[src/starter_pkg.sv]
/*
 * Shared constants and types for the motor starter register logic.
 * Assumes a 10 MHz system clock and byte-level frame framing done by an
 * external character receiver and transmitter.
 */
package starter_pkg;

  localparam int unsigned CLK_HZ = 10_000_000;
  localparam int unsigned CYC_PER_MS = CLK_HZ / 1000;
  localparam int unsigned SAVE_HOLD_MS = 50;
  localparam int unsigned SAVE_HOLD_CYC = SAVE_HOLD_MS * CYC_PER_MS;

  localparam int unsigned N_HOLD = 9;
  localparam int unsigned N_INPUT = 4;
  localparam int unsigned N_SAVED = 5;
  localparam int unsigned RX_DEPTH = 32;
  localparam logic [15:0] HOLD_COUNT = 16'(N_HOLD);
  localparam logic [15:0] INPUT_COUNT = 16'(N_INPUT);
  localparam logic [15:0] COIL_COUNT = 16'h0004;

  localparam logic [7:0] FC_RD_HOLD = 8'h03;
  localparam logic [7:0] FC_RD_INPUT = 8'h04;
  localparam logic [7:0] FC_WR_COIL = 8'h05;
  localparam logic [7:0] FC_WR_REG = 8'h06;
  localparam logic [7:0] FC_WR_MULTI = 8'h10;
  localparam logic [7:0] EXC_FUNC = 8'h01;
  localparam logic [7:0] EXC_ADDR = 8'h02;
  localparam logic [7:0] EXC_VALUE = 8'h03;
  localparam logic [7:0] EXC_FLAG = 8'h80;

  localparam logic [15:0] COIL_ON = 16'hff00;
  localparam logic [15:0] COIL_OFF = 16'h0000;
  localparam logic [1:0] COIL_CW = 2'h0;
  localparam logic [1:0] COIL_ACW = 2'h1;
  localparam logic [1:0] COIL_RESET = 2'h2;
  localparam logic [1:0] COIL_SAVE = 2'h3;

  localparam logic [3:0] HR_SYS = 4'h0;
  localparam logic [3:0] HR_RUN = 4'h1;
  localparam logic [3:0] HR_CUR = 4'h2;
  localparam logic [3:0] HR_UPV = 4'h3;
  localparam logic [3:0] HR_UPT = 4'h4;
  localparam logic [3:0] HR_DNV = 4'h5;
  localparam logic [3:0] HR_DNT = 4'h6;
  localparam logic [3:0] HR_TOE = 4'h7;
  localparam logic [3:0] HR_TOV = 4'h8;
  localparam int unsigned SYS_RESET_BIT = 0;
  localparam int unsigned SYS_SAVE_BIT = 1;
  localparam int unsigned RUN_CW_BIT = 0;
  localparam int unsigned RUN_ACW_BIT = 1;

  localparam logic [15:0] CTRL_MAX = 16'h0002;
  localparam logic [15:0] CUR_MIN = 16'h0032;
  localparam logic [15:0] CUR_MAX = 16'h01f4;
  localparam logic [15:0] VOLT_MIN = 16'h001e;
  localparam logic [15:0] VOLT_MAX = 16'h0050;
  localparam logic [15:0] TIME_MAX = 16'h0064;
  localparam logic [15:0] TOE_MAX = 16'h0001;
  localparam logic [15:0] TOV_MAX = 16'h2710;

  // Reset values; registers 2..6 are replaced when the stored configuration arrives with a good checksum at power-up.
  localparam logic [N_HOLD-1:0][15:0] HREG_RST = {
    16'h03e8, 16'h0000, 16'h000a, 16'h001e, 16'h000a,
    16'h001e, 16'h0064, 16'h0000, 16'h0000};

  localparam logic [3:0] FAIL_NONE = 4'h0;
  localparam logic [3:0] FAIL_LINK = 4'h9;
  localparam logic [3:0] FAIL_EEPROM = 4'ha;
  localparam logic [15:0] STATE_ERROR = 16'h0006;

  localparam logic [6:0] ADDR_MIN = 7'h01;
  localparam logic [6:0] ADDR_MAX = 7'h63;
  localparam logic [7:0] ADDR_TENS_SCALE = 8'h0a;

  localparam logic [15:0] CRC_INIT = 16'hffff;
  localparam logic [15:0] CRC_POLY = 16'ha001;
  localparam logic [5:0] FRAME_MIN = 6'h04;
  localparam logic [5:0] MULTI_HDR = 6'h07;
  localparam logic [5:0] MULTI_FIX = 6'h09;
  localparam logic [5:0] READ_HDR = 6'h03;
  localparam logic [5:0] ECHO_LEN = 6'h06;
  localparam logic [5:0] EXC_LEN = 6'h03;

  typedef enum logic [2:0] {
    ST_INIT = 3'b000,
    ST_IDLE = 3'b001,
    ST_CHECK = 3'b010,
    ST_EXEC = 3'b011,
    ST_RESP = 3'b100,
    ST_BLOCK = 3'b101
  } phase_t;

endpackage : starter_pkg
[src/motor_starter_regs.sv]
/*
 * Serial slave command interpreter and register file of a reversing
 * soft-start motor starter: frame check, coils, holding and input
 * registers, stored configuration and link timeout.
 * Assumes an external character receiver that delivers bytes and marks
 * the end of each frame, and a transmitter that accepts bytes on ready.
 */
`timescale 1ns/1ps

// Contract
// - Eight bit rates, 8N2, address 1..99
// - Accept function codes 03 04 05 06 10
// - Coil 0 switches clockwise run
// - Coil 1 switches anticlockwise run
// - Coil 2 resets, coil 3 saves
// - Control word and run word, values 0..2
// - Nominal current 50..500 centiamps
// - Ramp-up start voltage 30..80 percent
// - Ramp-up time 0..100 tenths
// - Ramp-down end voltage 30..80 percent
// - Ramp-down time 0..100 tenths
// - Save request copies configuration to storage
// - Only holding registers 2..6 are saved
// - Power-up loads stored configuration
// - No frames received during 50 ms save
// - Input register 0 reports failure code
// - Input register 1 reports device state
// - Input registers 2, 3 report current, load
// - Address and rate sampled at power-up only
// - Protection trip stops motor, code 8
// - Missing phase gives code 4, clearable
module motor_starter_regs #(
  parameter int unsigned SAVE_HOLD_CYC = starter_pkg::SAVE_HOLD_CYC,
  parameter int unsigned CYC_PER_MS = starter_pkg::CYC_PER_MS
) (
  input wire logic clk_sys, // System clock, 10 MHz
  input wire logic rst, // Synchronous reset, active high
  input wire logic [3:0] address_tens_selector, // Address tens switch
  input wire logic [3:0] address_units_selector, // Address units switch
  input wire logic [2:0] baud_selector, // Bit rate switch position
  output logic [2:0] baud_rate_sel, // Latched rate for the UART
  output logic [6:0] slave_address, // Latched own address
  input wire logic [7:0] rx_data, // Received byte
  input wire logic rx_valid, // Received byte strobe
  input wire logic rx_frame_end, // End of frame strobe
  output logic [7:0] tx_data, // Byte to send
  output logic tx_valid, // Byte offered to transmitter
  input wire logic tx_ready, // Transmitter takes the byte
  output logic rx_blocked, // Reception held off by a save
  output logic turn_clockwise, // Clockwise run command
  output logic turn_anticlockwise, // Anticlockwise run command
  output logic device_reset, // Device reset pulse
  output logic save_config, // Store configuration pulse
  output logic [79:0] config_data, // Holding registers 2..6
  input wire logic ee_load_valid, // Stored configuration present
  input wire logic ee_load_bad, // Stored configuration checksum bad
  input wire logic [79:0] ee_load_data, // Stored configuration words
  input wire logic fault_valid, // Fault event strobe
  input wire logic [3:0] fault_code, // Code of the fault event
  input wire logic [2:0] motor_state, // Motor sequencer state 0..5
  input wire logic [15:0] measured_current, // Motor current, centiamps
  input wire logic [15:0] load_percent // Motor load, percent
);

  localparam int unsigned RXC_W = $clog2(starter_pkg::RX_DEPTH) + 1;

  typedef struct packed {
    starter_pkg::phase_t st;
    logic [6:0] slave_addr;
    logic [2:0] baud;
    logic [starter_pkg::N_HOLD-1:0][15:0] hreg;
    logic [3:0] fail;
    logic [starter_pkg::RX_DEPTH-1:0][7:0] rxbuf;
    logic [RXC_W-1:0] rxcnt;
    logic [15:0] rxcrc;
    logic ovf;
    logic [5:0] idx;
    logic [5:0] len;
    logic [7:0] exc;
    logic [3:0] k;
    logic pass;
    logic [15:0] txcrc;
    logic [7:0] tx_data;
    logic tx_valid;
    logic rst_pulse;
    logic save_pend;
    logic save_req;
    logic [31:0] hold_cnt;
    logic [31:0] ms_div;
    logic [15:0] ms_cnt;
  } state_t;

  state_t q_ff;
  state_t nxt_q;

  logic [7:0] fc;
  logic [15:0] start;
  logic [15:0] qty;
  logic [15:0] val;
  logic [15:0] raddr;
  logic [15:0] lim;
  logic [5:0] vi;
  logic [5:0] off;
  logic [3:0] rsel;
  logic [3:0] nreg;
  logic [15:0] word;
  logic [7:0] rbyte;
  logic [7:0] exc_v;
  logic [7:0] sel_sum;
  logic [starter_pkg::N_INPUT-1:0][15:0] ireg;
  logic last;
  logic ok;

  function automatic logic [15:0] crc_upd(input logic [15:0] c,
                                          input logic [7:0] b);
    logic [15:0] x;
    x = c ^ {8'h00, b};
    for (int i = 0; i < 8; i++) begin
      x = x[0] ? ((x >> 1) ^ starter_pkg::CRC_POLY) : (x >> 1);
    end
    return x;
  endfunction : crc_upd

  // Range check of a holding register write.
  function automatic logic valid_val(input logic [3:0] r,
                                     input logic [15:0] v);
    case (r)
      starter_pkg::HR_SYS, starter_pkg::HR_RUN:
        return v <= starter_pkg::CTRL_MAX;
      starter_pkg::HR_CUR: return v >= starter_pkg::CUR_MIN &&
                                  v <= starter_pkg::CUR_MAX;
      starter_pkg::HR_UPV: return v >= starter_pkg::VOLT_MIN &&
                                  v <= starter_pkg::VOLT_MAX;
      starter_pkg::HR_UPT: return v <= starter_pkg::TIME_MAX;
      starter_pkg::HR_DNV: return v >= starter_pkg::VOLT_MIN &&
                                  v <= starter_pkg::VOLT_MAX;
      starter_pkg::HR_DNT: return v <= starter_pkg::TIME_MAX;
      starter_pkg::HR_TOE: return v <= starter_pkg::TOE_MAX;
      starter_pkg::HR_TOV: return v <= starter_pkg::TOV_MAX;
      default: return 1'b0;
    endcase
  endfunction : valid_val

  ////////////////////////////////////////////////////////////////////////////

  always_comb begin
    nxt_q = q_ff;
    nxt_q.rst_pulse = 1'b0;
    nxt_q.save_req = 1'b0;
    fc = q_ff.rxbuf[1];
    start = {q_ff.rxbuf[2], q_ff.rxbuf[3]};
    qty = {q_ff.rxbuf[4], q_ff.rxbuf[5]};
    vi = starter_pkg::MULTI_HDR + {1'b0, q_ff.k, 1'b0};
    val = (fc == starter_pkg::FC_WR_MULTI) ?
          {q_ff.rxbuf[vi], q_ff.rxbuf[vi + 6'h01]} : qty;
    raddr = start + {12'h000, q_ff.k};
    nreg = (fc == starter_pkg::FC_WR_MULTI) ? qty[3:0] : 4'h1;
    last = (q_ff.k == nreg - 4'h1);
    lim = (fc == starter_pkg::FC_RD_HOLD) ? starter_pkg::HOLD_COUNT :
          starter_pkg::INPUT_COUNT;
    exc_v = 8'h00;
    ok = 1'b0;
    sel_sum = {4'h0, address_tens_selector} * starter_pkg::ADDR_TENS_SCALE
              + {4'h0, address_units_selector};
    // Input registers; any latched failure forces the error state.
    ireg[0] = {12'h000, q_ff.fail};
    ireg[1] = (q_ff.fail != starter_pkg::FAIL_NONE) ?
              starter_pkg::STATE_ERROR : {13'h0000, motor_state};
    ireg[2] = measured_current;
    ireg[3] = load_percent;
    // Response byte at the current transmit index.
    off = q_ff.idx - starter_pkg::READ_HDR;
    rsel = start[3:0] + {1'b0, off[3:1]};
    word = (fc == starter_pkg::FC_RD_HOLD) ? q_ff.hreg[rsel] :
           ireg[rsel[1:0]];
    if (q_ff.exc != 8'h00) begin
      case (q_ff.idx)
        6'h00: rbyte = q_ff.rxbuf[0];
        6'h01: rbyte = fc | starter_pkg::EXC_FLAG;
        default: rbyte = q_ff.exc;
      endcase
    end else if (fc == starter_pkg::FC_RD_HOLD ||
                 fc == starter_pkg::FC_RD_INPUT) begin
      case (q_ff.idx)
        6'h00: rbyte = q_ff.rxbuf[0];
        6'h01: rbyte = fc;
        6'h02: rbyte = {qty[6:0], 1'b0};
        default: rbyte = off[0] ? word[7:0] : word[15:8];
      endcase
    end else begin
      rbyte = q_ff.rxbuf[q_ff.idx];
    end

    case (q_ff.st)
      starter_pkg::ST_INIT: begin
        // Switches are read only here, so later changes wait for power-up.
        nxt_q.slave_addr = sel_sum[6:0];
        nxt_q.baud = baud_selector;
        if (ee_load_valid) begin
          if (ee_load_bad) begin
            nxt_q.fail = starter_pkg::FAIL_EEPROM;
          end else begin
            for (int i = 0; i < starter_pkg::N_SAVED; i++) begin
              nxt_q.hreg[starter_pkg::HR_CUR + i] =
                ee_load_data[i*16 +: 16];
            end
          end
          nxt_q.st = starter_pkg::ST_IDLE;
        end
      end
      starter_pkg::ST_IDLE: begin
        if (rx_valid) begin
          if (q_ff.rxcnt < RXC_W'(starter_pkg::RX_DEPTH)) begin
            nxt_q.rxbuf[q_ff.rxcnt] = rx_data;
            nxt_q.rxcrc = crc_upd(q_ff.rxcrc, rx_data);
            nxt_q.rxcnt = q_ff.rxcnt + RXC_W'(1);
          end else begin
            nxt_q.ovf = 1'b1;
          end
        end
        if (rx_frame_end) begin
          nxt_q.st = starter_pkg::ST_CHECK;
        end
      end
      starter_pkg::ST_CHECK: begin
        nxt_q.st = starter_pkg::ST_IDLE;
        nxt_q.rxcnt = '0;
        nxt_q.rxcrc = starter_pkg::CRC_INIT;
        nxt_q.ovf = 1'b0;
        // A CRC over the whole frame including its check bytes is zero.
        if (!q_ff.ovf && q_ff.rxcnt >= starter_pkg::FRAME_MIN &&
            q_ff.rxcrc == 16'h0000 &&
            q_ff.rxbuf[0] == {1'b0, q_ff.slave_addr} &&
            q_ff.slave_addr >= starter_pkg::ADDR_MIN &&
            q_ff.slave_addr <= starter_pkg::ADDR_MAX) begin
          ok = 1'b1;
          case (fc)
            starter_pkg::FC_RD_HOLD, starter_pkg::FC_RD_INPUT: begin
              if (qty == 16'h0000 || qty > lim) begin
                exc_v = starter_pkg::EXC_VALUE;
              end else if ({1'b0, start} + {1'b0, qty} > {1'b0, lim}) begin
                exc_v = starter_pkg::EXC_ADDR;
              end
            end
            starter_pkg::FC_WR_COIL: begin
              if (start >= starter_pkg::COIL_COUNT) begin
                exc_v = starter_pkg::EXC_ADDR;
              end
            end
            starter_pkg::FC_WR_REG: begin
              if (start >= starter_pkg::HOLD_COUNT) begin
                exc_v = starter_pkg::EXC_ADDR;
              end
            end
            starter_pkg::FC_WR_MULTI: begin
              if (qty == 16'h0000 || qty > starter_pkg::HOLD_COUNT ||
                  q_ff.rxbuf[6] != {qty[6:0], 1'b0} ||
                  q_ff.rxcnt != RXC_W'(starter_pkg::MULTI_FIX +
                                        {qty[4:0], 1'b0})) begin
                exc_v = starter_pkg::EXC_VALUE;
              end else if ({1'b0, start} + {1'b0, qty} >
                           {1'b0, starter_pkg::HOLD_COUNT}) begin
                exc_v = starter_pkg::EXC_ADDR;
              end
            end
            default: exc_v = starter_pkg::EXC_FUNC;
          endcase
        end
        if (ok) begin
          nxt_q.ms_cnt = 16'h0000;
          nxt_q.ms_div = '0;
          nxt_q.exc = exc_v;
          nxt_q.k = 4'h0;
          nxt_q.pass = 1'b0;
          nxt_q.idx = 6'h00;
          nxt_q.txcrc = starter_pkg::CRC_INIT;
          if (exc_v != 8'h00) begin
            nxt_q.len = starter_pkg::EXC_LEN;
            nxt_q.st = starter_pkg::ST_RESP;
          end else if (fc == starter_pkg::FC_RD_HOLD ||
                       fc == starter_pkg::FC_RD_INPUT) begin
            nxt_q.len = starter_pkg::READ_HDR + {qty[4:0], 1'b0};
            nxt_q.st = starter_pkg::ST_RESP;
          end else begin
            nxt_q.st = starter_pkg::ST_EXEC;
          end
        end
      end
      starter_pkg::ST_EXEC: begin
        // First pass checks every value, second pass writes, so a block
        // write with one bad word leaves all registers untouched.
        if (!q_ff.pass) begin
          if ((fc == starter_pkg::FC_WR_COIL) ?
              (val != starter_pkg::COIL_ON &&
               val != starter_pkg::COIL_OFF) :
              !valid_val(raddr[3:0], val)) begin
            nxt_q.exc = starter_pkg::EXC_VALUE;
            nxt_q.len = starter_pkg::EXC_LEN;
            nxt_q.st = starter_pkg::ST_RESP;
          end else if (last) begin
            nxt_q.k = 4'h0;
            nxt_q.pass = 1'b1;
          end else begin
            nxt_q.k = q_ff.k + 4'h1;
          end
        end else begin
          if (fc == starter_pkg::FC_WR_COIL) begin
            case (raddr[1:0])
              starter_pkg::COIL_CW: nxt_q.hreg[starter_pkg::HR_RUN]
                [starter_pkg::RUN_CW_BIT] =
                (val == starter_pkg::COIL_ON);
              starter_pkg::COIL_ACW: nxt_q.hreg[starter_pkg::HR_RUN]
                [starter_pkg::RUN_ACW_BIT] =
                (val == starter_pkg::COIL_ON);
              starter_pkg::COIL_RESET:
                nxt_q.rst_pulse = (val == starter_pkg::COIL_ON);
              default: nxt_q.save_pend = q_ff.save_pend ||
                (val == starter_pkg::COIL_ON);
            endcase
          end else begin
            nxt_q.hreg[raddr[3:0]] = val;
            if (raddr[3:0] == starter_pkg::HR_SYS) begin
              nxt_q.rst_pulse = val[starter_pkg::SYS_RESET_BIT];
              nxt_q.save_pend = q_ff.save_pend ||
                                val[starter_pkg::SYS_SAVE_BIT];
            end
          end
          if (last) begin
            nxt_q.len = starter_pkg::ECHO_LEN;
            nxt_q.st = starter_pkg::ST_RESP;
          end else begin
            nxt_q.k = q_ff.k + 4'h1;
          end
        end
      end
      starter_pkg::ST_RESP: begin
        if (!q_ff.tx_valid || tx_ready) begin
          if (q_ff.idx < q_ff.len) begin
            nxt_q.tx_data = rbyte;
            nxt_q.txcrc = crc_upd(q_ff.txcrc, rbyte);
            nxt_q.tx_valid = 1'b1;
            nxt_q.idx = q_ff.idx + 6'h01;
          end else if (q_ff.idx == q_ff.len) begin
            nxt_q.tx_data = q_ff.txcrc[7:0];
            nxt_q.tx_valid = 1'b1;
            nxt_q.idx = q_ff.idx + 6'h01;
          end else if (q_ff.idx == q_ff.len + 6'h01) begin
            nxt_q.tx_data = q_ff.txcrc[15:8];
            nxt_q.tx_valid = 1'b1;
            nxt_q.idx = q_ff.idx + 6'h01;
          end else begin
            nxt_q.tx_valid = 1'b0;
            nxt_q.st = starter_pkg::ST_IDLE;
            // Storage is written only after the reply has gone out.
            if (q_ff.save_pend) begin
              nxt_q.save_req = 1'b1;
              nxt_q.save_pend = 1'b0;
              nxt_q.hold_cnt = '0;
              nxt_q.st = starter_pkg::ST_BLOCK;
            end
          end
        end
      end
      starter_pkg::ST_BLOCK: begin
        // Bytes arriving here are dropped without being buffered.
        nxt_q.hold_cnt = q_ff.hold_cnt + 32'h00000001;
        if (q_ff.hold_cnt == SAVE_HOLD_CYC - 1) begin
          nxt_q.st = starter_pkg::ST_IDLE;
        end
      end
      default: nxt_q.st = starter_pkg::ST_INIT;
    endcase

    // Link timeout, counted in milliseconds since the last good frame.
    if (q_ff.st != starter_pkg::ST_INIT &&
        nxt_q.ms_cnt != 16'hffff && !ok) begin
      nxt_q.ms_div = q_ff.ms_div + 32'h00000001;
      if (q_ff.ms_div == CYC_PER_MS - 1) begin
        nxt_q.ms_div = '0;
        nxt_q.ms_cnt = q_ff.ms_cnt + 16'h0001;
      end
    end
    if (q_ff.hreg[starter_pkg::HR_TOE] == 16'h0000) begin
      nxt_q.ms_cnt = 16'h0000;
    end else if (q_ff.hreg[starter_pkg::HR_TOV] != 16'h0000 &&
                 q_ff.ms_cnt >= q_ff.hreg[starter_pkg::HR_TOV] &&
                 q_ff.fail == starter_pkg::FAIL_NONE) begin
      nxt_q.fail = starter_pkg::FAIL_LINK;
      nxt_q.hreg[starter_pkg::HR_RUN] = 16'h0000;
    end

    // Acknowledge comes first so a fault in the same cycle is kept.
    if (nxt_q.rst_pulse) begin
      nxt_q.fail = starter_pkg::FAIL_NONE;
    end
    if (fault_valid && fault_code != starter_pkg::FAIL_NONE) begin
      nxt_q.fail = fault_code;
      nxt_q.hreg[starter_pkg::HR_RUN] = 16'h0000;
    end
  end

  always_ff @(posedge clk_sys) begin
    if (rst) begin
      q_ff <= '0;
      q_ff.hreg <= starter_pkg::HREG_RST;
      q_ff.rxcrc <= starter_pkg::CRC_INIT;
    end else begin
      q_ff <= nxt_q;
    end
  end

  ////////////////////////////////////////////////////////////////////////////

  for (genvar g = 0; g < starter_pkg::N_SAVED; g++) begin : g_save
    assign config_data[g*16 +: 16] =
      q_ff.hreg[starter_pkg::HR_CUR + g];
  end

  assign baud_rate_sel = q_ff.baud;
  assign slave_address = q_ff.slave_addr;
  assign tx_data = q_ff.tx_data;
  assign tx_valid = q_ff.tx_valid;
  assign rx_blocked = (q_ff.st == starter_pkg::ST_BLOCK);
  assign turn_clockwise =
    q_ff.hreg[starter_pkg::HR_RUN][starter_pkg::RUN_CW_BIT];
  assign turn_anticlockwise =
    q_ff.hreg[starter_pkg::HR_RUN][starter_pkg::RUN_ACW_BIT];
  assign device_reset = q_ff.rst_pulse;
  assign save_config = q_ff.save_req;

endmodule : motor_starter_regs

[config.mk]
export PLATFORM = sky130hd
export DESIGN_NAME = motor_starter_regs
export DESIGN_NICKNAME = d
export VERILOG_FILES = /design/src/starter_pkg.sv /design/src/motor_starter_regs.sv
export SDC_FILE = /design/constraint.sdc
export NUM_CORES = 2
export LEC_CHECK = 0
export BUFFER_PORTS_ARGS = -buffer_cell sky130_fd_sc_hd__buf_2
export CAP_MARGIN = 0
export CORE_UTILIZATION = 65
export CTS_CLUSTER_DIAMETER = 60
export DETAILED_ROUTE_END_ITERATION = 16
export PLACE_DENSITY = 0.85
export SYNTH_ARGS = -nofsm -noshare
export SYNTH_HDL_FRONTEND = slang
export SYNTH_SLANG_ARGS = --single-unit
[constraint.sdc]
create_clock -name clk_sys -period 10.65 [get_ports clk_sys]
set_input_delay 0.5325 -clock clk_sys [delete_from_list [all_inputs] [get_ports clk_sys]]
set_output_delay 0.5325 -clock clk_sys [all_outputs]
set_load 0.1 [all_outputs]
==> results.cfg <==
[routing]
routed_wl_um = 123000
antenna_left = 0
via_per_inst = 7.13
drt_iter0_drc = 5247
firstDrtPassIters = 8
num_vias = 33400
routedWlPerCell_um = 26.2
drcViolationCount = 0

[clocking]
root_buffer = clkbuf_16
cts_htree_levels = 2
cts_made_buffers = 60
cts.clk_slew.worst_paths_ps = 70
cts_hold_buffers = 0
cts_buffer_depth = 3
cts_sinks = 567
cts-resized-gates = 0
cts_tree = done
clock_latency_ps = 670
post_cts.repair.setup_buffers = 0

[synth]
synth.cell_area_um2 = 33500
post-synth-top-area-fraction_pct = 33.8
yosysMostFrequentCell = nand2_1
synth_common_cells = nand2_1 (584), dfxtp_1 (567), a21oi_1 (369), nand3_1 (344), nor2_1 (342)
yosys.area.top_type = dfxtp_1
netlist_instances = 3998
synthFlopType = dfxtp_1
synthArstFlopShare_pct = 0
synth_area_leaders = dfxtp_1 (34%), mux4_2 (12%), nand2_1 (6.5%)
synth_edf_count = 0
synth_nets = 4227
ys_ff_latch = 567
yosysWarnings = 0
synth-seq-area-share_pct = 33.8
synth_cell_type_count = 89
syn_avg_cell_area_um2 = 8.39

[power]
p_leak_nw = 12.9
peakVddDrop_uv = 131
pwr_density_cell_nw_per_um2 = 148
power.total_mw = 5.38

[placed_design]
placed_cell_area_um2 = 34100
placed_cells = 4564
port_buffers = 249
place_congestion = 1.04
detailed_place_hpwl_um = 83600

[grt]
grt_max_degree = 217
grt_pass1_vias = 30500
gr-total-overflow = 0
grt_usage_pct = 45.4
grt_pass1_wl_um = 184000
antenna_found_initial = 8

[setup_path]
crit_top_cell = a21oi_1
critPathLaunchType = register
critPathArrivalTime_ps = 7450
crit_type = register to register
crit_family = adder cells
end_kind = register
crit_buf_inv = 2
required_ps = 11230
cp_max_fo = 46
cp_cell_sequence = inv_2 > ha_1 > ha_2 > inv_1 > fa_4 > and3_1 > nand2_1 > mux2i_1 > a22oi_1 > a2111oi_1 > xnor2_1 > xnor3_2 > and2_1 > a31o_1 > a21oi_1 > o21ai_1 > a21oi_1
cp_slowest_cell = fa_4
crit_path_max_incr_delay_ps = 1300

[die]
die-area_um2 = 52500
fp.dieH_um = 229
rows = 82
start_util_pct = 66.3
fp.dieW_um = 229
core_area_um2 = 50600
io_pins = 250

[final_layout]
drive_gt1_share_pct = 16.4
area_growth_syn_to_layout_pct = 8.42
layout.cells.non_filler = 4682
stdcell_area_um2 = 36400
fin_nets = 4183

[worst_hold_path]
worstHoldPathType = input port to register

[timing]
setup_tns_ps = 0
period_minus_slack_ps = 6860
tightest_slew_ps = 1280
skew_ps = 36.1
rsz0062_at_grt = no
min_period_over_period_pct = 64.4
slew_headroom_pct = 13.8
hold_viol_final = 0
fmaxAchievable_ghz = 0.146
hold_ws_ps = 107
slew_viol_final = 0
finalSetupViolCount = 0

[outcome]
status = completed

[job]
max_cap_violations = 0
==> sequential cells by signal, indices dropped and copies added (netlist names) <==
signal	count
q_ff	452
config_data	80
fc	8
tx_data	8
slave_address	7
ireg	4
baud_rate_sel	3
device_reset	1
save_config	1
turn_anticlockwise	1
turn_clockwise	1
tx_valid	1
==> per-stage QoR <==
step,utilization [%],worst slack [ps]
finish,71.9,3790
global placement,67.5,4100
global route,71.9,3580
floorplan,-,5220
CTS,71.9,3930
detailed placement,67.5,3970
==> worst min-delay path, stage by stage <==
cell     delay [ps]
buf_2            90
nand2_1          50
o21ai_1          60
==> final cells by class <==
cell class,instances,area [um2]
multi-input cells,2948,20000
fillers,3777,14200
flip-flops and latches,567,11400
repair buffers,307,1700
clock buffers,76,1690
well taps,672,841
clock inverters,37,518
inverters,70,263
diodes,5,12.5
==> kinds of logic (layout without fill, tap and decap cells) <==
kind of cell / Yosys count / after routing / share of synthesized area (%)
other: 0 / 5 / 0
DFF: 567 / 567 / 33.8
buffers and inverters: 483 / 490 / 6.85
muxes: 254 / 254 / 14.2
adders and majority gates: 83 / 83 / 3.21
xor gates and xnor gates: 136 / 136 / 3.71
and+or+nand+nor: 1571 / 1571 / 21.2
AOI/OAI and AO/OA: 904 / 904 / 16.9
==> worst paths after layout <==
check | from | to | slack, ps | cells past startpoint
min | fault_code[2] | ireg[2] | 110 | 3
min reg2reg | baud_rate_sel[0] | baud_rate_sel[0] | 450 | 2
max | q_ff[127] | q_ff[92] | 3790 | 17
max reg2reg | q_ff[127] | q_ff[92] | 3790 | 17
==> where the power goes <==
group	switching [mW]	leakage [nW]	internal, mW
Sequential	0.0826	4.59	2.17
Clock	0.958	1.08	1.40
Combinational	0.578	7.20	0.197
==> cell usage in the layout, fill, tap and decap left out, types with 33 or more instances in the layout <==
cell,n
nor2_1,337
inv_1,67
a21oi_1,369
o211ai_1,68
dfxtp_1,563
a22oi_1,36
nor4_1,42
nor3_1,54
mux4_2,176
a211oi_1,84
mux2i_1,61
xor2_1,59
and3_1,33
a311oi_1,40
buf_2,248
buf_4,57
ha_1,76
xnor2_1,71
clkbuf_16,61
nand3_1,344
o21ai_0,124
nand2_1,584
==> layer usage <==
metal / GRT usage [%] / wire length (um) / up-vias / share of wire (%)
met2: 67.4 / 51900 / 2789 / 42
met3: 14.1 / 17700 / 719 / 14
met1: 55.1 / 41500 / 15500 / 34
met5: 0 / 37 / - / 0.030
met4: 34.5 / 11600 / 6 / 9.5
li1: - / - / 14300 / -
Note: power is estimated with default switching activity, not from simulation.
